## src/include/uvp_pkg.sv

```systemverilog
// package for the eprom read/program host controller
// assumes a 200 MHz system clock and an external 21 V switch driven by a logic enable
package uvp_pkg;
   localparam int unsigned ADDR_W = 12;
   localparam int unsigned DATA_W = 8;
   localparam int unsigned CLK_MHZ = 200;
   // program pulse: nominal 10 ms, never above 11 ms
   localparam int unsigned PULSE_MS = 10;
   localparam int unsigned PULSE_MAX_MS = 11;
   localparam int unsigned PULSE_CYC = PULSE_MS * 1000 * CLK_MHZ;
   localparam int unsigned PULSE_MAX_CYC = PULSE_MAX_MS * 1000 * CLK_MHZ;
   // setup/hold around the pulse and read settle, in us / ns
   localparam int unsigned SETUP_US = 2;
   localparam int unsigned SETUP_CYC = SETUP_US * CLK_MHZ;
   localparam int unsigned ACCESS_NS = 450;
   localparam int unsigned ACCESS_CYC = (ACCESS_NS * CLK_MHZ + 999) / 1000;
   localparam int unsigned CNT_W = 22;
   localparam logic [DATA_W-1:0] ERASED = 8'hff;

   typedef enum logic [2:0] {
      UVP_IDLE = 3'b000,
      UVP_SETUP = 3'b001,
      UVP_PULSE = 3'b011,
      UVP_HOLD = 3'b010,
      UVP_READ = 3'b100,
      UVP_DONE = 3'b110
   } uvp_state_t; // gray along idle, setup, pulse, hold, done, read, idle

   typedef struct packed {
      logic [ADDR_W-1:0] addr;
      logic [DATA_W-1:0] data;
      logic prog;
   } uvp_req_t;

   typedef struct packed {
      logic [DATA_W-1:0] data;
      logic mismatch;
   } uvp_rsp_t;

   typedef struct packed {
      logic [ADDR_W-1:0] word_select_lines;
      logic chip_sel_n;
      logic gate_n;
      logic vpp_en;
      logic [DATA_W-1:0] byte_out;
      logic byte_oe;
   } uvp_pins_t;
endpackage : uvp_pkg

```

## src/rtl/uvp_host.sv

```systemverilog
// host controller that reads and programs a 4096 x 8 uv eprom through its pins
// assumes pin inputs synchronous to clk_sys and an external 21 V switch on vpp_en
// assumes clk_en gates every register, so a low level stretches every timed phase
`timescale 1ns/1ps

// What this block does
// - the device drives data only while chip select and output gate are both low
// - program mode is entered by raising the gate pin from low to 21 V, or from high for a request in the first cycle after reset
// - with 21 V applied, data and address are set up, then one 10 ms low pulse on select
// - the programming pulse on chip select never lasts beyond 11 ms; the guard counts only cycles with clk_en high, so a low clk_en stretches it
// - each location gets its own pulse and locations may come in any order
// - verify drives select and gate low and reads back the stored byte
// - a device with select high under 21 V is not programmed and floats its lines
// - several devices may be programmed in parallel with the same sequence
module uvp_host (
   input wire logic clk_sys, // system clock
   input wire logic resetn, // async reset, active low
   input wire logic clk_en, // freezes all state when low
   input wire logic req_valid, // request strobe
   input wire uvp_pkg::uvp_req_t req, // address, data, program flag
   output logic req_ready, // idle and able to take a request
   output logic rsp_valid, // one-cycle answer strobe
   output uvp_pkg::uvp_rsp_t rsp, // read data and verify result
   output logic [uvp_pkg::ADDR_W-1:0] word_select_lines, // address pins
   output logic chip_sel_n, // chip select pin, active low
   output logic gate_n, // output gate logic level, active low
   output logic vpp_en, // switches the gate pin to 21 V
   output logic [uvp_pkg::DATA_W-1:0] byte_lines_o, // data pins, driven value
   output logic byte_lines_oe, // data pins driven by host
   input wire logic [uvp_pkg::DATA_W-1:0] byte_lines_i // data pins, sampled value
);

   typedef struct packed {
      uvp_pkg::uvp_state_t st;
      logic [uvp_pkg::CNT_W-1:0] cnt;
      logic prog;
      logic ready;
      logic rsp_valid;
      uvp_pkg::uvp_rsp_t rsp;
      uvp_pkg::uvp_pins_t pins;
      logic [uvp_pkg::CNT_W-1:0] guard;
   } uvp_host_state_t;

   uvp_host_state_t r;
   uvp_host_state_t next_r;

   // ****************************************
   // phase timer decode
   // ****************************************
   // one shared counter times every phase, so only its end point moves with the state
   logic [uvp_pkg::CNT_W-1:0] last_tick;
   logic phase_end;
   logic pulse_cap;

   always_comb begin
      last_tick = '0;
      unique case (r.st)
         uvp_pkg::UVP_SETUP,
         uvp_pkg::UVP_HOLD,
         uvp_pkg::UVP_DONE: begin
            last_tick = uvp_pkg::CNT_W'(uvp_pkg::SETUP_CYC - 1);
         end
         uvp_pkg::UVP_PULSE: begin
            last_tick = uvp_pkg::CNT_W'(uvp_pkg::PULSE_CYC - 1);
         end
         uvp_pkg::UVP_READ: begin
            last_tick = uvp_pkg::CNT_W'(uvp_pkg::ACCESS_CYC - 1);
         end
         default: begin
            last_tick = '0;
         end
      endcase
   end

   assign phase_end = (r.cnt == last_tick);
   // second, independent limit on a select pulse under 21 V
   assign pulse_cap = (r.guard == uvp_pkg::CNT_W'(uvp_pkg::PULSE_MAX_CYC - 1));

   // ****************************************
   // sequencer
   // ****************************************
   always_comb begin
      next_r = r;
      next_r.rsp_valid = 1'b0;
      unique case (r.st)
         uvp_pkg::UVP_IDLE: begin
            // standby: select high, gate low, nothing driven
            next_r.pins.chip_sel_n = 1'b1;
            next_r.pins.byte_oe = 1'b0;
            next_r.pins.gate_n = 1'b0;
            if (req_valid) begin
               next_r.ready = 1'b0;
               next_r.prog = req.prog;
               next_r.pins.word_select_lines = req.addr;
               next_r.pins.byte_out = req.data;
               next_r.cnt = '0;
               if (req.prog) begin
                  next_r.pins.gate_n = 1'b0;
                  next_r.pins.vpp_en = 1'b1;
                  next_r.pins.byte_oe = 1'b1;
                  next_r.st = uvp_pkg::UVP_SETUP;
               end else begin
                  next_r.pins.gate_n = 1'b0;
                  next_r.pins.chip_sel_n = 1'b0;
                  next_r.st = uvp_pkg::UVP_READ;
               end
            end
         end
         uvp_pkg::UVP_SETUP: begin
            // vpp, address and data settle before the pulse
            next_r.cnt = r.cnt + 1'b1;
            if (phase_end) begin
               next_r.cnt = '0;
               next_r.pins.chip_sel_n = 1'b0;
               next_r.st = uvp_pkg::UVP_PULSE;
            end
         end
         uvp_pkg::UVP_PULSE: begin
            // address and data held constant for the whole pulse
            next_r.cnt = r.cnt + 1'b1;
            if (phase_end) begin
               next_r.cnt = '0;
               next_r.pins.chip_sel_n = 1'b1;
               next_r.st = uvp_pkg::UVP_HOLD;
            end
         end
         uvp_pkg::UVP_HOLD: begin
            // data hold and vpp recovery, then release data before verify
            next_r.cnt = r.cnt + 1'b1;
            if (phase_end) begin
               next_r.cnt = '0;
               next_r.pins.vpp_en = 1'b0;
               next_r.pins.byte_oe = 1'b0;
               next_r.st = uvp_pkg::UVP_DONE;
            end
         end
         uvp_pkg::UVP_DONE: begin
            // one recovery interval with gate low and select high
            next_r.cnt = r.cnt + 1'b1;
            if (phase_end) begin
               next_r.cnt = '0;
               next_r.pins.chip_sel_n = 1'b0;
               next_r.st = uvp_pkg::UVP_READ;
            end
         end
         uvp_pkg::UVP_READ: begin
            // wait out the slowest access time, then sample
            next_r.cnt = r.cnt + 1'b1;
            if (phase_end) begin
               next_r.cnt = '0;
               // host data is already released here, so the pins show only the eprom
               next_r.rsp.data = byte_lines_i;
               // a bit can only go 1->0, so any readback differing is a failure
               next_r.rsp.mismatch = r.prog && (byte_lines_i != r.pins.byte_out);
               next_r.rsp_valid = 1'b1;
               next_r.pins.chip_sel_n = 1'b1;
               next_r.ready = 1'b1;
               next_r.st = uvp_pkg::UVP_IDLE;
            end
         end
         default: begin
            next_r.st = uvp_pkg::UVP_IDLE;
            next_r.ready = 1'b1;
            next_r.pins.chip_sel_n = 1'b1;
            next_r.pins.vpp_en = 1'b0;
            next_r.pins.byte_oe = 1'b0;
            next_r.pins.gate_n = 1'b0;
            next_r.cnt = '0;
         end
      endcase
      // the guard keeps its own count, so an overlong pulse is cut whatever the state says
      if (r.pins.vpp_en && !r.pins.chip_sel_n) begin
         next_r.guard = r.guard + 1'b1;
      end else begin
         next_r.guard = '0;
      end
      if (pulse_cap) begin
         next_r.pins.chip_sel_n = 1'b1;
      end
   end

   // ****************************************
   // state register
   // ****************************************
   always_ff @(posedge clk_sys or negedge resetn) begin
      if (!resetn) begin
         r.st <= uvp_pkg::UVP_IDLE;
         r.cnt <= '0;
         r.guard <= '0;
         r.prog <= 1'b0;
         r.ready <= 1'b1;
         r.rsp_valid <= 1'b0;
         r.rsp <= '0;
         r.pins.word_select_lines <= '0;
         r.pins.chip_sel_n <= 1'b1;
         r.pins.gate_n <= 1'b1;
         r.pins.vpp_en <= 1'b0;
         r.pins.byte_out <= '0;
         r.pins.byte_oe <= 1'b0;
      end else if (clk_en) begin
         r <= next_r;
      end
   end

   // ****************************************
   // outputs
   // ****************************************
   // pins come straight from the state register, so no decode glitch reaches the eprom
   assign req_ready = r.ready;
   assign rsp_valid = r.rsp_valid;
   assign rsp = r.rsp;
   assign word_select_lines = r.pins.word_select_lines;
   assign chip_sel_n = r.pins.chip_sel_n;
   assign gate_n = r.pins.gate_n;
   assign vpp_en = r.pins.vpp_en;
   assign byte_lines_o = r.pins.byte_out;
   assign byte_lines_oe = r.pins.byte_oe;

endmodule : uvp_host

```

## config.mk

```make
export PLATFORM = sky130hd
export DESIGN_NAME = uvp_host
export DESIGN_NICKNAME = d
export VERILOG_FILES = /design/src/include/uvp_pkg.sv /design/src/rtl/uvp_host.sv
export SDC_FILE = /design/constraint.sdc
export NUM_CORES = 1
export LEC_CHECK = 0
export ABC_CLOCK_PERIOD_IN_PS = 2600
export BUFFER_PORTS_ARGS = -buffer_cell sky130_fd_sc_hd__buf_2
export CORE_UTILIZATION = 57
export DETAILED_ROUTE_END_ITERATION = 10
export GPL_TIMING_DRIVEN = 0
export PLACE_DENSITY = 0.8
export SYNTH_ARGS = -nofsm -noshare
export SYNTH_HDL_FRONTEND = slang
export SYNTH_SLANG_ARGS = --single-unit
```

## constraint.sdc

```tcl
create_clock -name clk_sys -period 2.6 [get_ports clk_sys]
set_input_delay 0.13 -clock clk_sys [delete_from_list [all_inputs] [get_ports clk_sys]]
set_output_delay 0.13 -clock clk_sys [all_outputs]
set_load 0.005 [all_outputs]
```

=== After elaboration in Yosys (flattened, before gate mapping) ===
Cells that the tools add are included.

* Flip-flop bits (word level): 83
* Input bits: 33
* Output and inout bits: 35

* Add/sub/neg operators: 2
* Equal/unequal tests: 18
* Muxes and demuxes: 23
* Bitwise gates (word level): 3
* Reductions and logical operators: 19

{| class="wikitable"
|+ Operators with widths
! cell !! count
|-
| $pmux 25 s6 || 1
|-
| $mux 25 || 5
|-
| $pmux 21 s3 || 1
|-
| $add 22x1->22 const B || 2
|-
| $mux 27 || 1
|-
| $eq 22x22->1 || 1
|-
| $eq 22x22->1 const B || 1
|-
| $mux 22 || 1
|-
| $ne 2x2->1 const B || 8
|-
| $mux 12 || 1
|-
| $mux 11 || 1
|-
| $mux 10 || 1
|-
| $pmux 1 s3 || 3
|-
| $reduce_and 3->1 || 3
|-
| $ne 8x8->1 || 1
|-
| $reduce_and 4->1 || 2
|-
| $reduce_or 4->1 || 2
|-
| $reduce_and 7->1 || 1
|-
| $eq 3x2->1 const B || 2
|-
| $eq 3x3->1 const B || 2
|-
| $ne 3x1->1 const B || 2
|-
| $mux 1 || 5
|-
| $reduce_and 5->1 || 1
|-
| $reduce_or 5->1 || 1
|-
| 11 further kinds || 16
|}

=== Logic depth before layout (Yosys ltp) ===
Gate-level depths: netlist of run 1.

* Depth after elaboration: 7
* Depth in mapped cells: 8

=== Worst setup path after synthesis of run 1 ===
OpenSTA, ideal clock, no wires.

* Kind: register -> register
* Start: register r[82] (netlist bit)
* End: register rsp[1] (netlist name)
* Setup time: 125 ps
* Data arrival time: 2,260 ps
* Required time: 2,475 ps
* Path slack: 215 ps
* Stages on the path, launching flop included: 8
* Path buffers: 1
* Cells stage by stage: dfrtp_1 -> nand3b_2 -> or2_2 -> a222oi_1 -> and3_1 -> buf_4 -> nand3_4 -> mux2_4

* Cells in the longest elaborated chain, start to end: 5
* Elaborated cells between the ends (all ways): 9
* Classes of those cells: 6 x eq/ne; 1 x mux; 2 x reduce/logical

{| class="wikitable"
|+ Ends and longest elaborated chain
! element !! RTL line !! RTL
|-
| start: declaration || uvp_host.sv:44 || <nowiki>uvp_host_state_t r;</nowiki>
|-
| start signal: assignment || uvp_host.sv:201 || <nowiki>r <= next_r;</nowiki>
|-
| $eq 3x3->1 (tied with other cells) || uvp_host.sv:57 || <nowiki>unique case (r.st)</nowiki>
|-
| $reduce_or 3->1 || uvp_host.sv:57 ||
|-
| $pmux 21 s3 || uvp_host.sv:57 ||
|-
| $eq 22x22->1 || uvp_host.sv:75 || <nowiki>assign phase_end = (r.cnt == last_tick);</nowiki>
|-
| $reduce_and 3->1 (no source line) (*) || -- ||
|}

Every way passes the cells marked *; elsewhere a longest branch is shown, timed or not.
A chain may end at the register's enable or synchronous reset.

=== Final worst setup path of run 1 ===
* Start: register r[67] (netlist bit)
* End: register rsp[2] (netlist name)

* Cells in the longest elaborated chain, start to end: 2

{| class="wikitable"
|+ Ends and longest elaborated chain
! element !! RTL line
|-
| $eq 22x22->1 || uvp_host.sv:75
|-
| $reduce_and 3->1 (no source line) || --
|}

Every way passes these cells.

==> run_results.csv, run 1 <==
group,metric,value,unit
layout,fillerInstances,578,
clocking,clock_path_buffers,2,
timing,worst_slew_pin_slew,0.928,ns
synthesis,synth_area,4610,um2
layout,drive_above_1_share,30.1,%
synthesis,yosysUniqueCellTypes,56,
floorplanning,dieWidth,91.9,um
floorplanning,core,7770,um2
global_routing,grt_pass1_vias,3651,
flow_run,cap_violations,0,
synthesis,postSynthCellCount,477,
timing,slew-limit-headroom,37.7,%
place,buffer_ports.inserted,66,
global_routing,grt_pass1_wl,16.8,mm
clocking,clock_tree.htree_level_count,3,
global_routing,grt_remaining_overflow,0,
synthesis,seq_area_frac_synth,45.2,%
floorplanning,start_util,59.3,%
drt,route.antenna.remaining_nets,0,
synthesis,post_synth.cell_area_avg,9.66,um2
clocking,clk-insertion-delay-late,0.37,ns
timing,clock.fmax,403,MHz
timing,final_period_minus_worst_setup_slack,2.48,ns
run_status,status,"finished, final reports clean",
synthesis,mappedNetlistNets,513,
drt,vias_per_cell,5.74,
synthesis,synth_common_cells,"dfrtp_1 (80), nand2_1 (48), nand3_1 (46)",
layout,layout.area.seq,2080,um2
floorplanning,floorplan.die.height,91.9,um
clocking,cts_tree,"yes",
worst_setup_path,crit_fanout,10,
worst_setup_path,worst_ep_required_time,2.84,ns
synthesis,ys_top_cells_by_area,"dfrtp_1 (43%), mux2_2 (5.9%), buf_4 (5.1%), nand3_1 (5.0%), nand2_1 (3.9%)",
drt,drcViolationCount,0,
power_and_ir_drop,cellPowerDensity,884,nW/um2
drt,vias,3883,
min_path,hold_class,"primary input to flip-flop",
clocking,clk_transition_reported_paths,0.09,ns
power_and_ir_drop,irDropWorstVdd,325,uV
worst_setup_path,cp-end-kind,"flip-flop",
layout,area_growth_syn_to_layout,19.1,%
place,place_hpwl,7.06,mm
synthesis,warnings_synthesis,0,
timing,clock_skews,0.0133,ns
synthesis,asyncSetResetFlopFracSynth,100,%
timing,finalMaxSlewViolations,0,
layout,layout.core_utilization,70.7,%
drt,drt-pass1-iter-count,5,
timing,setup_violations,0,
synthesis,synth-seq-cells,83,
timing,final-hold-violation-count,0,
floorplanning,die_area,8450,um2
worst_setup_path,worstPathArrival,2.72,ns
global_routing,grt_antenna_before_repair,0,
worst_setup_path,setup.worst_path.class,"flip-flop to flip-flop",
timing,final_min_period_over_clock_period,95.4,%
global_routing,track_usage,25.2,%
drt,drt_initial_violations,328,
layout,nNetsFinal,605,
power_and_ir_drop,cellLeakagePower,2.52,nW
synthesis,number_of_enable_type_register_cells_in_the_synthesized_netlist,0,
timing,finalHoldWorstSlack,0.00707,ns
synthesis,yosys_most_used_dff,"dfrtp_1",
clocking,cts_inserted_buffers,9,
synthesis,cell_taking_the_most_area_after_synthesis,"dfrtp_1",
floorplanning,rows,32,
global_routing,grt_max_degree,48,
worst_setup_path,worst_setup_path_start_kind,"flip-flop",
timing,fin_setup_tns,0,ns
synthesis,synthMostInstantiatedCell,"dfrtp_1",
drt,detail_route.wl_per_cell,15.2,um
drt,routed_wl,10.3,mm
clocking,tritoncts_num_sinks,83,
worst_setup_path,r2r_slack,0.12,ns
layout,number_of_antenna_diodes,0,
layout,multi_input_comb_area,2220,um2
floorplanning,io-pin-count,68,
synthesis,synth_top_area_share,43.5,%
clocking,clk_root_buffer_cell,"clkbuf_8",
place,routability_driven_placement_congestion_ratio,0.881,
[where the power goes]
group / total, mW / internal (mW) / switching, mW / leakage (nW)
clock: 0.951 / 0.473 / 0.478 / 0.0922
sequential: 2.01 / 1.65 / 0.356 / 0.993
combinational: 1.89 / 0.993 / 0.895 / 1.43
[cell type report]
cell class / instances / area share [%]
plain buffers: 51 / 5.88
clock buffers: 11 / 2.58
clock inverters: 5 / 1.12
inverters: 7 / 0.479
multi-input cells: 334 / 40.4
flip-flops and latches: 83 / 37.9
well taps: 102 / 2.33
repair buffers: 83 / 9.30
[path summary, 6_finish.rpt]
check,to,start,cells after the start
setup / recovery,rsp[2],r[67],8
hold / removal,word_select_lines[0],req[9],2
setup reg to reg,rsp[2],r[67],8
hold reg to reg,gate_n,gate_n,1
max in group asynchronous,req_ready,resetn,3
min in group asynchronous,word_select_lines[11],resetn,2
[worst max-delay path, stage by stage, from the launching register on]
cell       delay, ns
dfrtp_1         0.36
clkbuf_1        0.18
nor4_2          0.28
nand2_1         0.14
a2111oi_4       0.46
and3_1          0.22
buf_4           0.15
nand3_4         0.19
mux2_4          0.36
[per-layer routing]
layer / share of wire [%] / GRT usage (%) / vias up
met5: 0 / 0 / -
met4: 2.3 / 10.3 / 0
met3: 6.0 / 4.56 / 26
met2: 48 / 41.0 / 162
met1: 44 / 33.4 / 1844
li1: - / - / 1851
[sequential cells by signal, indices dropped and copies added (netlist names)]
name	flops
rsp_valid	1
req_ready	1
byte_lines_oe	1
gate_n	1
chip_sel_n	1
rsp	9
vpp_en	1
word_select_lines	12
r	48
byte_lines_o	8
[cell families after synthesis]
| kind of cell | after synthesis | share of synthesized area [%] |
|---|---|---|
| compound gates | 60 | 8.88 |
| xor+xnor | 25 | 4.75 |
| fa+ha+maj | 3 | 0.815 |
| buf+inv | 60 | 7.60 |
| flops | 83 | 45.2 |
| mux | 35 | 9.13 |
| simple gates | 211 | 23.7 |
[cells in the final DEF, fill, tap and decap left out, types with 11 or more instances in the layout]
| master | count |
|---|---|
| nand4_1 | 13 |
| clkbuf_1 | 16 |
| mux2_2 | 24 |
| dfrtp_1 | 79 |
| buf_4 | 36 |
| nor3_1 | 13 |
| o21ai_0 | 14 |
| buf_2 | 67 |
| xor2_1 | 14 |
| nor2_1 | 36 |
| xnor2_1 | 11 |
| dlygate4sd3_1 | 12 |
| nand3_1 | 46 |
| nand2_1 | 47 |
[through the flow]
step	worst slack (ns)	power [mW]	cell area [um2]	instances
floorplan	0.215	3.28	4610	477
global placement	-0.0585	3.74	5060	645
detailed placement	-0.106	3.84	5090	646
CTS	0.0526	4.83	5420	672
global route	-0.0183	5.17	5490	676
finish	0.119	4.85	5490	676
[timing repair]
item | CTS | global route
setup buffers | 2 | 2
pin swaps | 1 | 1
hold buffers | 8 | 4
gates resized for setup | 6 | 8
setup endpoints to repair | 26 | 19
endpoints found under the hold margin | 42 | 4
(Power assumes the default switching activity.)
==> run 2, diff against run 1 <==
--- a/config.mk
+++ b/config.mk
@@ -7,7 +7,9 @@
 export LEC_CHECK = 0
 export ABC_CLOCK_PERIOD_IN_PS = 2600
 export BUFFER_PORTS_ARGS = -buffer_cell sky130_fd_sc_hd__buf_2
+export CORE_MARGIN = 10
 export CORE_UTILIZATION = 57
+export CTS_BUF_LIST = sky130_fd_sc_hd__clkbuf_16
 export DETAILED_ROUTE_END_ITERATION = 10
 export GPL_TIMING_DRIVEN = 0
 export PLACE_DENSITY = 0.8
==> run_results.csv, run 2 (synthesized netlist as in run 1, its figures left out) <==
group,metric,value,unit
place,routability_driven_placement_congestion_ratio,0.927,
timing,final_period_minus_worst_setup_slack,2.52,ns
worst_setup_path,setup.worst_path.class,"flip-flop to flip-flop",
timing,finalHoldWorstSlack,0.0142,ns
drt,route.antenna.remaining_nets,0,
floorplanning,core,7810,um2
layout,number_of_antenna_diodes,0,
global_routing,track_usage,18.4,%
layout,layout.core_utilization,70.4,%
layout,stdcell_count,666,
min_path,worst_hold_path_startpoint,"req[11]",
worst_setup_path,cp-end-kind,"flip-flop",
floorplanning,io-pin-count,68,
layout,area_growth_syn_to_layout,19.3,%
power_and_ir_drop,cellPowerDensity,948,nW/um2
timing,clock.fmax,396,MHz
drt,drt-pass1-iter-count,5,
worst_setup_path,worst_path_cell_chain,"buf_4, nor3b_4, mux2i_1, o21ai_2, and3_1, buf_4, nand3_4, mux2_4",
timing,worst_slew_pin_slew,0.871,ns
layout,layout.cells.most_common,"dfrtp_1",
run_status,status,"finished, final reports clean",
place,place.detailed.instances,646,
clocking,clk_transition_reported_paths,0.07,ns
drt,routed_wl,11.0,mm
place,place_hpwl,7.71,mm
global_routing,grt_pass1_wl,18.1,mm
layout,nNetsFinal,595,
min_path,worst_hold_path_cells,2,
min_path,min_to,"word_select_lines[2]",
timing,final_min_period_over_clock_period,97.1,%
power_and_ir_drop,cellLeakagePower,2.53,nW
floorplanning,floorplan.die.height,110,um
clocking,tritoncts_num_sinks,83,
drt,vias,3893,
clocking,cts_tree,"yes",
worst_setup_path,rr_endpoint,"rsp[8]",
floorplanning,dieWidth,110,um
timing,setup_violations,0,
drt,detail_route.wl_per_cell,16.5,um
layout,largest_register,"r",
worst_setup_path,cp_slowest_cell,"dfrtp_1",
clocking,cts_inserted_buffers,9,
layout,reg.largest.list,"r: 48 flops, word_select_lines: 12 flops, rsp: 9 flops",
layout,most-common-layout-cells,"dfrtp_1 (78), buf_2 (66), nand2_1 (47)",
timing,final-hold-violation-count,0,
worst_setup_path,r2r_cells,8,
worst_setup_path,reg2reg_launch_point,"r[81]",
clocking,clock_path_buffers,2,
worst_setup_path,r2r_slack,0.08,ns
power_and_ir_drop,fin_total_pwr,5.21,mW
worst_setup_path,worst_ep_required_time,2.82,ns
timing,clock_skews,0.00860,ns
floorplanning,die_area,12100,um2
power_and_ir_drop,irDropWorstVdd,505,uV
worst_setup_path,cpMostUsedCell,"buf_4",
drt,drt_initial_violations,333,
global_routing,grt_antenna_before_repair,0,
global_routing,grt_max_degree,65,
clocking,clk-insertion-delay-late,0.34,ns
drt,drcViolationCount,0,
global_routing,grt_remaining_overflow,0,
clocking,clock_tree.htree_level_count,3,
floorplanning,rows,32,
drt,vias_per_cell,5.85,
clocking,clk_root_buffer_cell,"clkbuf_16",
timing,finalMaxSlewViolations,0,
place,buffer_ports.inserted,66,
timing,slew-limit-headroom,41.6,%
global_routing,grt_pass1_vias,3773,
worst_setup_path,worstPathArrival,2.75,ns
worst_setup_path,timing.critical_path.slowest_cell_delay,0.41,ns
min_path,hold_class,"primary input to flip-flop",
floorplanning,start_util,59.0,%
layout,drive_above_1_share,31.0,%
worst_setup_path,worst_setup_path_start_kind,"flip-flop",
worst_setup_path,crit_fanout,10,
layout,largest_register_ffs,48,
flow_run,cap_violations,0,
==> run 2: cell count changes in the layout (fill, tap and decap cells not counted), sizes merged <==
cell	previous run	this run
dlygate4sd3	12	1
clkinv	0	3
buf	105	103
clkinvlp	3	1
inv	8	9
nand3	47	48
==> run 2: metal layers <==
layer	global-route usage, %	vias to the layer above	part of all wire (%)
li1	-	1830	-
met1	24.7	1887	43
met2	28.5	157	47
met3	3.69	19	8.5
met4	7.71	0	1.8
met5	0	-	0
==> run 2: stage by stage <==
stage          TNS, ns  setup WS [ns]  instance area (um2)
2_1_floorplan        0          0.215                 4610
3_3_place_gp    -0.539        -0.0711                 5060
3_5_place_dp     -1.16         -0.128                 5090
4_1_cts              0         0.0235                 5440
5_1_grt        -0.0392       -0.00994                 5490
6_report             0         0.0751                 5490
==> run 2: layout make-up <==
| type | count | area, um2 |
|---|---|---|
| Fill cell | 555 | 2310 |
| Multi-Input combinational cell | 335 | 2240 |
| Sequential cell | 83 | 2080 |
| Timing Repair Buffer | 71 | 393 |
| Buffer | 52 | 327 |
| Clock buffer | 9 | 225 |
| Tap cell | 102 | 128 |
| Clock inverter | 7 | 76.3 |
| Inverter | 7 | 26.3 |
==> run 2: where the power goes <==
part	switching [mW]	internal (mW)
Combinational	0.927	0.988
Sequential	0.343	1.66
Clock	0.542	0.752
==> run 2: worst max-delay path, delay by kind of cell (launching register included) <==
family / cells / cell delay (ns)
mux: 2 / 0.54
buf+inv: 2 / 0.38
flops: 1 / 0.41
simple gates: 3 / 0.76
compound gates: 1 / 0.31
==> run 2: how the worst max path moves through the flow <==
stage                     startpoint  endpoint  slack, ns  cells after the start
final                          r[81]    rsp[8]       0.08                      8
after global routing           r[67]    rsp[5]      -0.01                      8
after CTS                      r[82]     r[71]       0.02                      9
after detailed placement       r[82]    rsp[8]      -0.13                      7
after global placement         r[82]    rsp[2]      -0.07                      7
after floorplan                r[82]    rsp[1]       0.21                      7
==> run 2: repair_timing <==
action,CTS,global route
resized for setup,3,15
hold endpoints to repair,19,0
pin swaps,1,1
hold buffers,1,0
endpoints found under the setup margin,17,29
buffers inserted,2,1
cloned,0,1
==> run 3, diff against run 2 <==
--- a/config.mk
+++ b/config.mk
@@ -5,8 +5,9 @@
 export SDC_FILE = /design/constraint.sdc
 export NUM_CORES = 1
 export LEC_CHECK = 0
-export ABC_CLOCK_PERIOD_IN_PS = 2600
+export ABC_CLOCK_PERIOD_IN_PS = 2400
 export BUFFER_PORTS_ARGS = -buffer_cell sky130_fd_sc_hd__buf_2
+export CAP_MARGIN = 15
 export CORE_MARGIN = 10
 export CORE_UTILIZATION = 57
 export CTS_BUF_LIST = sky130_fd_sc_hd__clkbuf_16
==> constraint.sdc (replaced) <==
create_clock -name clk_sys -period 2.4 [get_ports clk_sys]
set_input_delay 0.12 -clock clk_sys [delete_from_list [all_inputs] [get_ports clk_sys]]
set_output_delay 0.12 -clock clk_sys [all_outputs]
set_load 0.005 [all_outputs]
==> run_results.csv, run 3 (synthesized netlist as in run 1, its figures left out) <==
group,metric,value,unit
run_status,status,"finished, violations left",
run_status,violations,"setup timing",
power_and_ir_drop,irDropWorstVdd,589,uV
timing,clock_skews,0.00966,ns
worst_setup_path,worstPathArrival,2.67,ns
layout,fillerInstances,528,
layout,area_growth_syn_to_layout,21.5,%
floorplanning,rows,32,
layout,largest_register,"r",
clocking,clk-insertion-delay-late,0.35,ns
worst_setup_path,critPathLaunch,"r[81]",
floorplanning,core,7810,um2
clocking,clock_path_buffers,2,
global_routing,grt_pass1_vias,3839,
worst_setup_path,r2r_slack,-0.05,ns
worst_setup_path,reg2reg_launch_point,"r[81]",
drt,vias,3909,
floorplanning,io-pin-count,68,
layout,drive_above_1_share,32.7,%
floorplanning,dieWidth,110,um
timing,final-hold-violation-count,0,
worst_setup_path,cp-end-kind,"flip-flop",
global_routing,track_usage,18.8,%
min_path,worst_hold_path_startpoint,"req[11]",
timing,worst_slew_pin_slew,0.610,ns
drt,detail_route.wl_per_cell,16.9,um
power_and_ir_drop,cellPowerDensity,1030,nW/um2
timing,rsz_0062_raised_after_global_routing,"true",
global_routing,grt_remaining_overflow,0,
floorplanning,start_util,59.0,%
place,routability_driven_placement_congestion_ratio,0.927,
clocking,cts_inserted_buffers,9,
worst_setup_path,worst_setup_path_start_kind,"flip-flop",
timing,setup_violations,8,
floorplanning,die_area,12100,um2
clocking,cts_tree,"yes",
clocking,clk_transition_reported_paths,0.07,ns
global_routing,grt_pass1_wl,18.3,mm
timing,fin_setup_tns,-0.231,ns
place,buffer_ports.inserted,66,
floorplanning,floorplan.die.height,110,um
worst_setup_path,worst_ep_required_time,2.62,ns
drt,drt-pass1-iter-count,5,
worst_setup_path,worst_path_dominant_cell_family,"simple AND/OR/NAND/NOR gates",
layout,number_of_antenna_diodes,0,
worst_setup_path,cp_slowest_cell,"dfrtp_1",
layout,reg.largest.list,"r: 48 flops, word_select_lines: 12 flops, rsp: 9 flops",
place,place_hpwl,7.71,mm
clocking,clk_root_buffer_cell,"clkbuf_16",
clocking,clock_tree.htree_level_count,3,
timing,clock.fmax,409,MHz
drt,route.antenna.remaining_nets,0,
global_routing,grt_max_degree,65,
worst_setup_path,setup.worst_path.class,"flip-flop to flip-flop",
worst_setup_path,crit_fanout,6,
power_and_ir_drop,cellLeakagePower,2.57,nW
layout,nNetsFinal,603,
worst_setup_path,critPathBufInv,2,
timing,slew-limit-headroom,59.3,%
global_routing,grt_antenna_before_repair,0,
drt,drcViolationCount,0,
worst_setup_path,worst_path_cell_chain,"or2_4, a211o_1, a222oi_1, buf_4, and3_4, buf_6, nand3_4, mux2_4",
layout,most-common-layout-cells,"dfrtp_1 (78), buf_2 (66), nand2_1 (46), nand3_1 (46), buf_4 (42)",
timing,final_period_minus_worst_setup_slack,2.45,ns
timing,final_min_period_over_clock_period,102,%
worst_setup_path,timing.critical_path.slowest_cell_delay,0.44,ns
min_path,hold_class,"primary input to flip-flop",
drt,vias_per_cell,5.80,
clocking,tritoncts_num_sinks,83,
timing,finalMaxSlewViolations,0,
power_and_ir_drop,fin_total_pwr,5.74,mW
flow_run,cap_violations,0,
layout,layout.cells.most_common,"dfrtp_1",
drt,drt_initial_violations,297,
drt,routed_wl,11.4,mm
timing,fin_ws,-0.0471,ns
layout,largest_register_ffs,48,
run 3: cell count changes in the layout (fill, tap and decap cells not counted), sizes merged:
cell and change:
buf +9, clkbuf -1
run 3: area by class of cell:
cell class	count	area (um2)	area share, %
multi-input combinational	335	2270	40.5
clock inverter	7	76.3	1.36
timing repair buffer	78	445	7.96
clock buffer	9	225	4.03
inverter	7	26.3	0.470
sequential	83	2080	37.2
buffer	53	343	6.13
tap	102	128	2.28
run 3: routing by layer:
layer  track usage (%)  share of wire, %  vias to the layer above
met5                 0                 0                        -
met4              7.62               1.9                        0
met3              3.86               8.5                       26
met2              29.4                47                      181
met1              24.8                43                     1853
li1                  -                 -                     1849
run 3: final timing paths:
kind,to,depth (start not counted)
min in group asynchronous,word_select_lines[5],2
hold / removal,word_select_lines[2],2
hold reg to reg,gate_n,1
max in group asynchronous,gate_n,3
setup / recovery,rsp[8],8
setup reg to reg,rsp[8],8
run 3: what timing repair did:
item / in CTS / in global routing
setup buffers: 4 / 6
hold buffers: 1 / 0
pin swaps: 5 / 5
resized for setup: 15 / 14
endpoints found under the setup margin: 34 / 42
gates cloned: 1 / 0
hold endpoints to repair: 19 / 0
run 3: worst reg2reg max path: cells and delay by family (launching register included):
| kind | cells | cell delay (ns) |
|---|---|---|
| compound gates | 2 | 0.57 |
| mux | 1 | 0.36 |
| flops | 1 | 0.44 |
| buf+inv | 2 | 0.33 |
| simple gates | 3 | 0.62 |
run 3: through the flow:
step / instance area, um2 / std cells / hold slack (ns) / util, % / worst slack, ns
final: 5600 / 674 / 0.00301 / 71.7 / -0.0471
after CTS: 5510 / 668 / 0.00184 / 70.6 / 0.00317
after floorplan: 4610 / 477 / -0.176 / - / 0.0146
after global routing: 5600 / 674 / 0.00761 / 71.7 / -0.114
after detailed placement: 5090 / 646 / 0.0283 / 65.3 / -0.328
after global placement: 5060 / 645 / 0.352 / 64.9 / -0.271
run 3: report_power, final:
group	internal [mW]	switching (mW)	total [mW]
Clock	0.815	0.595	1.41
Combinational	1.11	1.06	2.17
Sequential	1.80	0.362	2.16
Total	3.72	2.02	5.74
